===== src/ctx_pkg.sv =====
// Constants and types shared by the continuous transmission test block.
// Assumes a single 10 MHz clock and an 8-bit register port.
package ctx_pkg;

  // Clock and timing
  localparam int CTX_CLK_HZ = 10_000_000;
  localparam int CTX_LOCK_TIME_NS = 11_000;
  localparam int CTX_CLK_PERIOD_NS = 1_000_000_000 / CTX_CLK_HZ;
  localparam int CTX_LOCK_CYCLES = (CTX_LOCK_TIME_NS + CTX_CLK_PERIOD_NS - 1) / CTX_CLK_PERIOD_NS;

  // Bit periods for the four data rates
  localparam int CTX_RATE0_HZ = 250_000;
  localparam int CTX_RATE1_HZ = 500_000;
  localparam int CTX_RATE2_HZ = 1_000_000;
  localparam int CTX_RATE3_HZ = 2_000_000;
  localparam logic [5:0] CTX_BIT_CYC0 = 6'(CTX_CLK_HZ / CTX_RATE0_HZ);
  localparam logic [5:0] CTX_BIT_CYC1 = 6'(CTX_CLK_HZ / CTX_RATE1_HZ);
  localparam logic [5:0] CTX_BIT_CYC2 = 6'(CTX_CLK_HZ / CTX_RATE2_HZ);
  localparam logic [5:0] CTX_BIT_CYC3 = 6'(CTX_CLK_HZ / CTX_RATE3_HZ);

  // Register offsets
  localparam logic [7:0] CTX_ADDR_STATE_REPORT = 8'h01;
  localparam logic [7:0] CTX_ADDR_STATE_COMMAND = 8'h02;
  localparam logic [7:0] CTX_ADDR_TX_CONTROL_ONE = 8'h04;
  localparam logic [7:0] CTX_ADDR_OUTPUT_POWER = 8'h05;
  localparam logic [7:0] CTX_ADDR_CHANNEL_SELECT = 8'h08;
  localparam logic [7:0] CTX_ADDR_TRX_CONTROL_TWO = 8'h0C;
  localparam logic [7:0] CTX_ADDR_IRQ_MASK = 8'h0E;
  localparam logic [7:0] CTX_ADDR_IRQ_STATUS = 8'h0F;
  localparam logic [7:0] CTX_ADDR_PART_ID = 8'h1C;
  localparam logic [7:0] CTX_ADDR_TEST_CONTROL = 8'h36;
  localparam int CTX_FB_BIT = 7;
  localparam int CTX_FB_DEPTH = 128;

  // Reset values
  localparam logic [7:0] CTX_RST_TX_CONTROL_ONE = 8'h20;
  localparam logic [7:0] CTX_RST_CHANNEL = 8'h2B;
  localparam logic [7:0] CTX_RST_ZERO = 8'h00;

  // Unlock and exit values
  localparam logic [7:0] CTX_UNLOCK_STEP1 = 8'h0F;
  localparam logic [7:0] CTX_UNLOCK_STEP2 = 8'h54;
  localparam logic [7:0] CTX_UNLOCK_STEP3 = 8'h46;
  localparam logic [7:0] CTX_TEST_EXIT = 8'h00;

  // State commands and reports
  localparam logic [4:0] CTX_CMD_TX_START = 5'h02;
  localparam logic [4:0] CTX_CMD_OFF = 5'h03;
  localparam logic [4:0] CTX_CMD_PLL_ON = 5'h09;
  localparam logic [4:0] CTX_RPT_BUSY_TX = 5'h02;
  localparam logic [4:0] CTX_RPT_OFF = 5'h08;
  localparam logic [4:0] CTX_RPT_PLL_ON = 5'h09;
  localparam logic [4:0] CTX_RPT_TRANSITION = 5'h1F;

  // Interrupt bits, payload fill values, high rate select
  localparam int CTX_IRQ_PLL_LOCK = 0;
  localparam int CTX_IRQ_TX_END = 1;
  localparam logic [7:0] CTX_FILL_LOW = 8'h00;
  localparam logic [7:0] CTX_FILL_HIGH = 8'hFF;
  localparam logic [1:0] CTX_RATE_HIGH = 2'h3;

  typedef enum logic [1:0] {
    CTX_ST_OFF,
    CTX_ST_PLL_WAIT,
    CTX_ST_PLL_ON,
    CTX_ST_BUSY_TX
  } ctx_state_type;

endpackage


===== src/ctx_continuous_tx.sv =====
// Continuous transmission test mode of the radio transceiver core.
// Assumes software on an 8-bit register port and RF test equipment on the output.
// Functional notes
// Test mode transmits frame or carrier nonstop
// Carrier sits half megahertz above or below
// No carrier exactly on channel centre
// Skip headers, send payload bytes repeated forever
// Software loads valid payload, length first
// Software makes length match stored bytes
// Software configures channel, power, mode first
// Ordered unlock: test control, then two ID writes
// Software forces off state and verifies it
// Software commands synthesizer on, then transmit start
// Lock interrupt only; wait before transmit start
// Software sets high rate only for carrier
// Zeros give lower, ones upper carrier
// Software prefers maximum length random frame
// Software disables automatic checksum beforehand
// Writing zero to ID leaves test mode
`timescale 1ns/1ps
module ctx_continuous_tx
  import ctx_pkg::*;
#(
  parameter logic [7:0] PART_ID_VALUE = 8'hA5 // Arbitrary identification value
)
(
  // Clock and reset
  input wire logic CLK,
  input wire logic RESETN,
  // Register port
  input wire logic [7:0] ADDR,
  input wire logic [7:0] WDATA,
  input wire logic WE,
  input wire logic RE,
  output logic [7:0] RDATA,
  // Interrupt
  output logic IRQ,
  // Transmitter output
  output logic TX_ACTIVE,
  output logic TX_BIT,
  output logic TX_BIT_STROBE,
  output logic TX_CW,
  output logic TX_CW_UPPER,
  output logic [7:0] TX_CHANNEL,
  output logic [7:0] TX_POWER,
  output logic TEST_MODE
);

  typedef struct packed {
    ctx_state_type st;
    logic [1:0] unlock;
    logic test;
    logic [7:0] tst_ctrl;
    logic [7:0] tx_ctrl1;
    logic [7:0] ctrl2;
    logic [7:0] chan;
    logic [7:0] pwr;
    logic [1:0] irq_st;
    logic [1:0] irq_mask;
    logic [7:0] rdata;
    logic [7:0] lock_cnt;
    logic [6:0] idx;
    logic last;
    logic cw;
    logic cw_upper;
  } ctx_regs_type;

  ctx_regs_type q, d;
  logic [7:0] fb_mem [0:CTX_FB_DEPTH-1];
  logic [7:0] fb_rd;
  logic [7:0] next_byte;
  logic [6:0] frame_len;
  logic take;
  logic pace_run;
  logic wr_state;
  logic wr_part;
  logic [1:0] irq_set;
  logic [4:0] state_code;
  logic cw_sel;
  logic fill_byte;

  // Address decode shortcuts
  assign wr_state = WE && (ADDR == CTX_ADDR_STATE_COMMAND);
  assign wr_part = WE && (ADDR == CTX_ADDR_PART_ID);

  // Frame buffer: software writes at 0x80..0xFF
  always_ff @(posedge CLK) begin
    if (WE && ADDR[CTX_FB_BIT]) begin
      fb_mem[ADDR[6:0]] <= WDATA;
    end
  end

  assign fb_rd = fb_mem[ADDR[6:0]];
  assign next_byte = fb_mem[q.idx];
  // A zero length is treated as one byte so the loop never stalls
  assign frame_len = (fb_mem[0][6:0] == 7'h00) ? 7'h01 : fb_mem[0][6:0];

  // Carrier mode is chosen by the high rate setting
  assign cw_sel = (q.ctrl2[1:0] == CTX_RATE_HIGH);
  assign fill_byte = (next_byte == CTX_FILL_LOW) || (next_byte == CTX_FILL_HIGH);

  // State report encoding
  always_comb begin
    case (q.st)
      CTX_ST_OFF: state_code = CTX_RPT_OFF;
      CTX_ST_PLL_ON: state_code = CTX_RPT_PLL_ON;
      CTX_ST_BUSY_TX: state_code = CTX_RPT_BUSY_TX;
      default: state_code = CTX_RPT_TRANSITION;
    endcase
  end

  // Bit pacer runs while transmitting
  assign pace_run = (q.st == CTX_ST_BUSY_TX);

  ctx_bit_pacer u_pacer (
    .clk(CLK),
    .resetn(RESETN),
    .run(pace_run),
    .rate_sel(q.ctrl2[1:0]),
    .next_byte(next_byte),
    .take(take),
    .bit_out(TX_BIT),
    .bit_strobe(TX_BIT_STROBE)
  );

  // Next-state logic for all control state
  always_comb begin
    d = q;
    irq_set = 2'b00;

    // Register writes
    if (WE) begin
      case (ADDR)
        CTX_ADDR_TX_CONTROL_ONE: d.tx_ctrl1 = WDATA;
        CTX_ADDR_OUTPUT_POWER: d.pwr = WDATA;
        CTX_ADDR_CHANNEL_SELECT: d.chan = WDATA;
        CTX_ADDR_TRX_CONTROL_TWO: d.ctrl2 = WDATA;
        CTX_ADDR_IRQ_MASK: d.irq_mask = WDATA[1:0];
        default: d.tx_ctrl1 = q.tx_ctrl1;
      endcase
    end

    // Unlock sequence: test control, then two identification writes
    if (WE && (ADDR == CTX_ADDR_TEST_CONTROL)) begin
      d.tst_ctrl = WDATA;
      d.unlock = (WDATA == CTX_UNLOCK_STEP1) ? 2'h1 : 2'h0;
    end
    if (wr_part) begin
      d.unlock = 2'h0;
      if (WDATA == CTX_TEST_EXIT) begin
        d.test = 1'b0;
      end else if (WDATA == CTX_UNLOCK_STEP2 && q.unlock == 2'h1) begin
        d.unlock = 2'h2;
      end else if (WDATA == CTX_UNLOCK_STEP3 && q.unlock == 2'h2) begin
        d.test = 1'b1;
      end
    end

    // Transceiver state machine
    case (q.st)
      CTX_ST_OFF: begin
        if (wr_state && WDATA[4:0] == CTX_CMD_PLL_ON) begin
          d.st = CTX_ST_PLL_WAIT;
          d.lock_cnt = 8'h00;
        end
      end
      CTX_ST_PLL_WAIT: begin
        if (q.lock_cnt == 8'(CTX_LOCK_CYCLES - 1)) begin
          d.st = CTX_ST_PLL_ON;
          irq_set[CTX_IRQ_PLL_LOCK] = 1'b1;
        end else begin
          d.lock_cnt = q.lock_cnt + 8'h01;
        end
      end
      CTX_ST_PLL_ON: begin
        // Transmit start is honoured only once the synthesizer is locked
        if (wr_state && WDATA[4:0] == CTX_CMD_TX_START) begin
          d.st = CTX_ST_BUSY_TX;
          // Test mode skips the length byte; normal frames start with it
          d.idx = q.test ? 7'h01 : 7'h00;
          d.last = 1'b0;
        end
      end
      CTX_ST_BUSY_TX: begin
        if (take) begin
          // Track the carrier offset from each byte taken
          d.cw = q.test && cw_sel && fill_byte;
          d.cw_upper = (next_byte == CTX_FILL_HIGH);
          if (q.test) begin
            // Payload loops forever; header never sent
            d.idx = (q.idx >= frame_len) ? 7'h01 : q.idx + 7'h01;
          end else if (q.last) begin
            d.st = CTX_ST_PLL_ON;
            irq_set[CTX_IRQ_TX_END] = 1'b1;
          end else begin
            d.last = (q.idx >= frame_len);
            d.idx = q.idx + 7'h01;
          end
        end
      end
      default: d.st = CTX_ST_OFF;
    endcase

    // Off command overrides every state
    if (wr_state && WDATA[4:0] == CTX_CMD_OFF) begin
      d.st = CTX_ST_OFF;
    end
    if (d.st != CTX_ST_BUSY_TX) begin
      d.cw = 1'b0;
    end

    // Sticky interrupt flags: set wins over write-one-to-clear
    if (WE && ADDR == CTX_ADDR_IRQ_STATUS) begin
      d.irq_st = q.irq_st & ~WDATA[1:0];
    end
    d.irq_st = d.irq_st | irq_set;

    // Read data, one cycle after the strobe
    d.rdata = 8'h00;
    if (RE) begin
      if (ADDR[CTX_FB_BIT]) begin
        d.rdata = fb_rd;
      end else begin
        case (ADDR)
          CTX_ADDR_STATE_REPORT: d.rdata = {3'h0, state_code};
          CTX_ADDR_TX_CONTROL_ONE: d.rdata = q.tx_ctrl1;
          CTX_ADDR_OUTPUT_POWER: d.rdata = q.pwr;
          CTX_ADDR_CHANNEL_SELECT: d.rdata = q.chan;
          CTX_ADDR_TRX_CONTROL_TWO: d.rdata = q.ctrl2;
          CTX_ADDR_IRQ_MASK: d.rdata = {6'h00, q.irq_mask};
          CTX_ADDR_IRQ_STATUS: d.rdata = {6'h00, q.irq_st};
          CTX_ADDR_PART_ID: d.rdata = PART_ID_VALUE;
          CTX_ADDR_TEST_CONTROL: d.rdata = q.tst_ctrl;
          default: d.rdata = 8'h00;
        endcase
      end
    end
  end

  // State register
  always_ff @(posedge CLK) begin
    if (!RESETN) begin
      q <= '0;
      q.st <= CTX_ST_OFF;
      q.tx_ctrl1 <= CTX_RST_TX_CONTROL_ONE;
      q.chan <= CTX_RST_CHANNEL;
      q.pwr <= CTX_RST_ZERO;
    end else begin
      q <= d;
    end
  end

  // Outputs
  assign RDATA = q.rdata;
  assign IRQ = |(q.irq_st & q.irq_mask);
  assign TX_ACTIVE = (q.st == CTX_ST_BUSY_TX);
  assign TX_CW = q.cw;
  assign TX_CW_UPPER = q.cw_upper;
  assign TX_CHANNEL = q.chan;
  assign TX_POWER = q.pwr;
  assign TEST_MODE = q.test;
endmodule


===== src/ctx_bit_pacer.sv =====
// Bit pacer: shifts bytes out LSB first at the selected data rate.
// Assumes the byte on NEXT_BYTE stays stable until TAKE pulses.
`timescale 1ns/1ps
module ctx_bit_pacer
  import ctx_pkg::*;
(
  // Clock and reset
  input wire logic clk,
  input wire logic resetn,
  // Control
  input wire logic run,
  input wire logic [1:0] rate_sel,
  // Byte source
  input wire logic [7:0] next_byte,
  output logic take,
  // Bit output
  output logic bit_out,
  output logic bit_strobe
);

  typedef struct packed {
    logic run;
    logic [7:0] shift;
    logic [2:0] cnt;
    logic [5:0] div;
    logic bit_v;
    logic strobe;
  } ctx_pacer_type;

  ctx_pacer_type q, d;
  logic [5:0] limit;

  // Bit period for the chosen rate
  always_comb begin
    case (rate_sel)
      2'h0: limit = CTX_BIT_CYC0;
      2'h1: limit = CTX_BIT_CYC1;
      2'h2: limit = CTX_BIT_CYC2;
      default: limit = CTX_BIT_CYC3;
    endcase
  end

  // Byte loading and bit shifting
  always_comb begin
    d = q;
    take = 1'b0;
    d.strobe = 1'b0;
    d.run = run;
    if (!run) begin
      d.div = 6'h00;
      d.cnt = 3'h0;
    end else if (!q.run) begin
      d.shift = next_byte; // First byte of a burst
      take = 1'b1;
    end else if (q.div == limit - 6'h01) begin
      d.div = 6'h00;
      d.bit_v = q.shift[0];
      d.strobe = 1'b1;
      d.cnt = q.cnt + 3'h1;
      if (q.cnt == 3'h7) begin
        d.shift = next_byte;
        take = 1'b1;
      end else begin
        d.shift = {1'b0, q.shift[7:1]};
      end
    end else begin
      d.div = q.div + 6'h01;
    end
  end

  always_ff @(posedge clk) begin
    if (!resetn) begin
      q <= '0;
    end else begin
      q <= d;
    end
  end

  assign bit_out = q.bit_v;
  assign bit_strobe = q.strobe;

endmodule


===== config.mk =====
export PLATFORM = sky130hd
export DESIGN_NAME = ctx_continuous_tx
export DESIGN_NICKNAME = d
export VERILOG_FILES = /design/src/ctx_pkg.sv /design/src/ctx_continuous_tx.sv /design/src/ctx_bit_pacer.sv
export SDC_FILE = /design/constraint.sdc
export NUM_CORES = 2
export LEC_CHECK = 0
export BUFFER_PORTS_ARGS = -buffer_cell sky130_fd_sc_hd__buf_2
export CAP_MARGIN = 20
export CORE_AREA = 2 2 530 426
export CTS_CLUSTER_DIAMETER = 80
export DETAILED_ROUTE_END_ITERATION = 12
export DIE_AREA = 0 0 532 428
export GPL_ROUTABILITY_DRIVEN = 0
export GPL_TIMING_DRIVEN = 0
export PLACE_DENSITY_LB_ADDON = 0.3
export SYNTH_ARGS = -nofsm -noshare
export SYNTH_HDL_FRONTEND = slang
export SYNTH_SLANG_ARGS = --single-unit
export TNS_END_PERCENT = 50

===== constraint.sdc =====
create_clock -name CLK -period 4.6 [get_ports CLK]
set_clock_uncertainty 0.2 [all_clocks]
set_input_delay 0.46 -clock CLK [delete_from_list [all_inputs] [get_ports CLK]]
set_output_delay 0.46 -clock CLK [all_outputs]
set_load 0.1 [all_outputs]

=== Word-level counts from Yosys, hierarchy flattened ===
Memory sizes are Yosys's and may differ from the RTL's. A register that Yosys moved wholly into a read port is not among the register bits.
Index checks and enable logic that the tools add are counted.

* Output and inout port bits: 31
* Word-level logic and storage cells: 163
* Memory bits (read-only): 0
* RAM bits: 1,024
* Bits in registers: 95
* Input port bits: 20
* Memories kept: 1
* Bits in latches: 0

{| class="wikitable"
|+ Memory list
! name !! depth !! bits a word !! rd ports !! clocked after memory_dff !! write ports !! RTL line !! source
|-
| fb_mem || 128 || 8 || 3 || 1 || 1 || ctx_continuous_tx.sv:69 || <nowiki>logic [7:0] fb_mem [0:CTX_FB_DEPTH-1];</nowiki>
|}

* Mux-type cells: 52
* Bitwise logic cells: 5
* Equality and inequality tests: 37
* Shifts and indexed selects: 0
* Order comparisons: 1
* Reductions and logical operators: 40
* Div/mod/pow operators: 0
* Multipliers: 0
* $add $sub $neg: 5

{| class="wikitable"
|+ Operators by type and width
! operator !! number
|-
| one-hot mux 8 bit (9 select lines) || 1
|-
| two-way mux 8 bit || 7
|-
| == test 8 x 4 -> 1 bit, second input constant || 5
|-
| two-way mux 7 bit || 5
|-
| one-hot mux 8 bit (2 select lines) || 2
|-
| == test 8 x 7 -> 1 bit, second input constant || 3
|-
| two-way mux 2 bit || 11
|-
| AND reduction 2 bit || 10
|-
| two-way mux 1 bit || 19
|-
| one-hot mux 6 bit (3 select lines) || 1
|-
| == test 8 x 3 -> 1 bit, second input constant || 2
|-
| zero test 8 bit || 2
|-
| != test 2 bit, second input constant || 8
|-
| one-hot mux 5 bit (3 select lines) || 1
|-
| logical AND 1 bit || 12
|-
| AND reduction 3 bit || 4
|-
| two-way mux 11 bit || 1
|-
| == test 2 bit, second input constant || 5
|-
| == test 5 x 2 -> 1 bit, second input constant || 2
|-
| two-way mux 10 bit || 1
|-
| adder 8 x 1 -> 8 bit, second input constant || 1
|-
| == test 8 x 1 -> 1 bit, second input constant || 1
|-
| == test 8 x 2 -> 1 bit, second input constant || 1
|-
| == test 8 x 5 -> 1 bit, second input constant || 1
|-
| 25 further kinds || 34
|}

=== Depth between registers and ports, before layout ===
* Word-level depth: 12
* Mapped depth: 14
* Depth with buffers taken out: 12

=== Modules after synthesis ===
A second synthesis with hierarchy kept.

* Cell total of the unflattened synthesis: 3,268
* Area, all modules: 53,558.9 um^2

{| class="wikitable"
|+ By module, submodules not included
! module !! area an instance (um^2) !! cells an instance !! instances !! seq. area each (um^2)
|-
| ctx_continuous_tx || 52,298.9 || 3,116 || 1 || 32,391.1
|-
| ctx_bit_pacer || 1,260.0 || 152 || 1 || 400.4
|}

=== Worst setup path before layout ===
OpenSTA, ideal clock, no wires.

* Kind: input to register
* Start: input port ADDR[1]
* End: register q (netlist bit RDATA[2])
* Buffers on the path: 3
* Stages: 9
* Library setup time: 0.125 ns
* Path slack: 1.396 ns
* Data arrival time: 2.880 ns
* Required time: 4.275 ns
* Path through: buf_2 -> clkbuf_1 -> clkbuf_1 -> mux4_2 -> mux4_2 -> mux4_2 -> mux2_2 -> nand2_1 -> a31oi_1

* Word-level cells in the longest chain between the ends: 3
* Elaborated cells on any way between the ends: 12
* Those cells by class: 9 x eq/ne; 2 x mux; 1 x memory

{| class="wikitable"
|+ Ends and longest elaborated chain
! element !! RTL line !! source
|-
| from (decl) || ctx_continuous_tx.sv:31 || <nowiki>input wire logic [7:0] ADDR,</nowiki>
|-
| branches (longest 2 deep; another with memory read (128 x 8 bit)) || - ||
|-
| two-way mux 8 bit * || ctx_continuous_tx.sv:221 || <nowiki>if (ADDR[CTX_FB_BIT]) begin</nowiki>
|-
| to (decl) || ctx_continuous_tx.sv:68 || <nowiki>ctx_regs_type q, d;</nowiki>
|}

Every way passes the cells marked *.
A chain may end at the register's enable or synchronous reset.

=== Worst setup path after layout ===
* Start: input port ADDR[1]
* End: memory fb_mem[25][1], enable pin

{| class="wikitable"
|+ RTL lines
! element !! RTL line
|-
| to (decl) || ctx_continuous_tx.sv:69
|}

Straight into the memory's write port.

==> results.ini <==
[timing]
timing_hold_violations_final = 0
fin_hold_ws_ns = 0.01068
unrepaired_setup_endpoints_after_global_routing = no
clock.fmax_mhz = 209.4
timing_worst_slew_pin_value_ns = 1.311
worst_slew_margin_rel = 0.1262
final_setup_violations = 122
maxSlewViolCount = 0
finalCritPeriodShare = 1.038
final.min_clock_period_ns = 4.776
fin_setup_tns_ns = -10.61
timing.final.ws_setup_ns = -0.1759

[route]
first_pass_iters = 7
drt-total-wl_mm = 240.1
final_antenna_net_count = 0
drcViolationCount = 0
wl_per_cell_um = 37.03
route.vias.total = 35946
drt-initial-drc-count = 6256
avgViaCountPerCell = 5.543

[die]
core_region_area_um2 = 222400
die_area_um2 = 227700
fp-row-count = 155
top_level_ports = 51
start_util = 0.2390
floorplan.die.height_um = 428
die-width_um = 532

[cells_and_area]
synthToLayoutAreaGrowth_pct = 17.20
nNetsFinal = 3444
num-fill-cells = 22324
most-common-layout-cells = edfxtp_1 (1024), mux4_2 (429), mux2i_1 (357), nor2_1 (174), nand2_1 (132)
layout.cells.most_common = edfxtp_1
finalCoreUtilization = 0.2801
post_route_cells_drive_above_1_share = 0.2696

[outcome]
violations = negative setup slack
status = finished with violations

[yosys]
syn-mean-instance-area_um2 = 16.90
synthesis.area_um2 = 53160
asyncSetResetFlopFracSynth = 0
synth_cell_type_count = 67
yosys.area_share.simple = 0.04848
yosys.area_share.adder = 0.005884
synth_xor_xnor_area_share = 0.003295
number_of_warnings_printed_during_yosys_synthesis = 0
count_of_flip_flops_with_a_built_in_enable_after_synthesis = 1024
synth.area.mux_share = 0.2513
combinational_family_with_the_most_area_after_synthesis = multiplexers
postSynthRegisterBits = 1126
synth_cells = 3146
synth.yosys.seq_area_share = 0.6168
commonest_register_cell_after_synthesis = edfxtp_1
syn_nets = 3191
synth-compound-area-share = 0.04787

[clocking]
clkSinkCount = 1126
cts_htree_levels = 3
clock_tree_root_buffer_cell = clkbuf_16
worst_skew_pair.late_latency_ns = 0.81
tritoncts = yes
tritoncts.num_buffers = 113
clk_path_buf_depth = 3
cts.clk_slew.worst_paths_ns = 0.06

[setup_path]
timing.critical_path.required_ns = 4.79
worst_setup_path_start_kind = input port
worst-path-max-fanout = 10
criticalPathCategory = input port to flop
worstSetupEndpointType = flop
worstPathArrival_ns = 4.96

[place]
dpl_worst_slack_ns = -1.111
dp_hpwl_mm = 175.5
io_buffers = 44

[worst_hold_path]
timing.hold.worst.class = input port to flop

[global_routing]
number_of_global_route_vias_before_repair = 34015
grtUsageTotal = 0.2040
initial_antenna_violation_count = 18
grt_start_max_net_pins = 99
gr-total-overflow = 0
first_pass_grt_wire_length_mm = 313.3

[flow_run]
maxCapViolations = 0

[pwr]
cellLeakagePower_nw = 18.70
ir_drop_uv = 320.2
pwr_density_cell_nw_per_um2 = 351.5
report.power.total_mw = 21.90

-- path summary, 6_finish.rpt --
path	cells after the start	startpoint	slack [ns]	to
worst min register to register	2	q[68]	0.27	q[68]
worst max-delay path	8	ADDR[1]	-0.18	fb_mem[25][1]
worst min-delay path	1	WDATA[4]	0.01	fb_mem[40][4]
worst max register to register	14	flop	-0.02	TX_CW_UPPER
-- metrics by stage --
step	instance area, um^2	cells
global route	62290	6480
CTS	62050	6457
finish	62300	6485
floorplan	53160	3146
global placement	57110	6173
detailed placement	58260	6242
-- state kept, by name (all words and copies together) (netlist names), named ones only --
signal and flops:
fb_mem 1024, q 48, u_pacer.q 18, RDATA 8, TX_CHANNEL 8, TX_POWER 8
TEST_MODE 1, TX_CW 1, TX_CW_UPPER 1, u_pacer.bit_out 1, u_pacer.bit_strobe 1
-- worst max-delay path, cell delays in order --
cell,delay [ns]
buf_2,0.18
clkbuf_1,0.78
buf_2,0.85
buf_2,0.36
nor2b_1,0.13
nand2_1,0.55
clkbuf_1,1.01
nor2_1,0.59
-- logic make-up (layout without fill, tap and decap cells) --
logic type	after synthesis	in the layout
DFF	1126	1126
buffers and inverters	277	625
muxes	797	797
and+or+nand+nor	539	539
other	0	8
AOI/OAI and AO/OA	362	362
adders and majority gates	25	25
xor gates and xnor gates	20	20
-- routing by layer --
metal	wire (um)	GRT usage
met1	94620	0.2723
met2	94740	0.2735
met3	36830	0.09907
met4	13620	0.09545
met5	346	0
-- Yosys cell counts, drive strengths merged, types with 11 or more instances --
master	instances	share of area
a21oi	63	0.0059
ha	25	0.0059
nand2b	15	0.0018
nand4	28	0.0033
nor2	174	0.012
nand2	133	0.0094
edfxtp	1024	0.58
o21ai	33	0.0031
o22ai	19	0.0022
nor4	14	0.0018
a22oi	129	0.018
mux4	429	0.18
nor2b	30	0.0035
o221ai	33	0.0054
xor2	14	0.0023
mux2i	357	0.067
nand3	67	0.0063
inv	26	0.0018
buf	147	0.017
dfxtp	102	0.038
a21boi	29	0.0041
mux2	11	0.0023
clkbuf	103	0.0073
nor3	42	0.0040
-- power by group --
part           switching (mW)  internal (mW)
clock network            4.27           5.07
logic                   0.938          0.446
registers              0.0117           11.2
-- cell type report --
| cell class | instances | area (um^2) | area share |
|---|---|---|---|
| Buffer | 247 | 1396 | 0.02241 |
| Tap cell | 2983 | 3732 | 0.05990 |
| Timing Repair Buffer | 141 | 1541 | 0.02474 |
| Clock inverter | 62 | 514.2 | 0.008254 |
| Antenna cell | 8 | 20.02 | 0.0003213 |
| Clock buffer | 148 | 3063 | 0.04916 |
| Multi-Input combinational cell | 1743 | 19140 | 0.3073 |
| Inverter | 27 | 101.3 | 0.001627 |
| Sequential cell | 1126 | 32790 | 0.5263 |
-- what timing repair did --
| item | in CTS | in global routing |
|---|---|---|
| setup buffers | 2 | 0 |
| endpoints found under the hold margin | 117 | 0 |
| endpoints found under the setup margin | 7 | 3 |
| gates resized for setup | 43 | 29 |
| hold buffers | 5 | 0 |
| pin swaps | 1 | 1 |
Note: power is estimated with default switching activity, not from simulation.
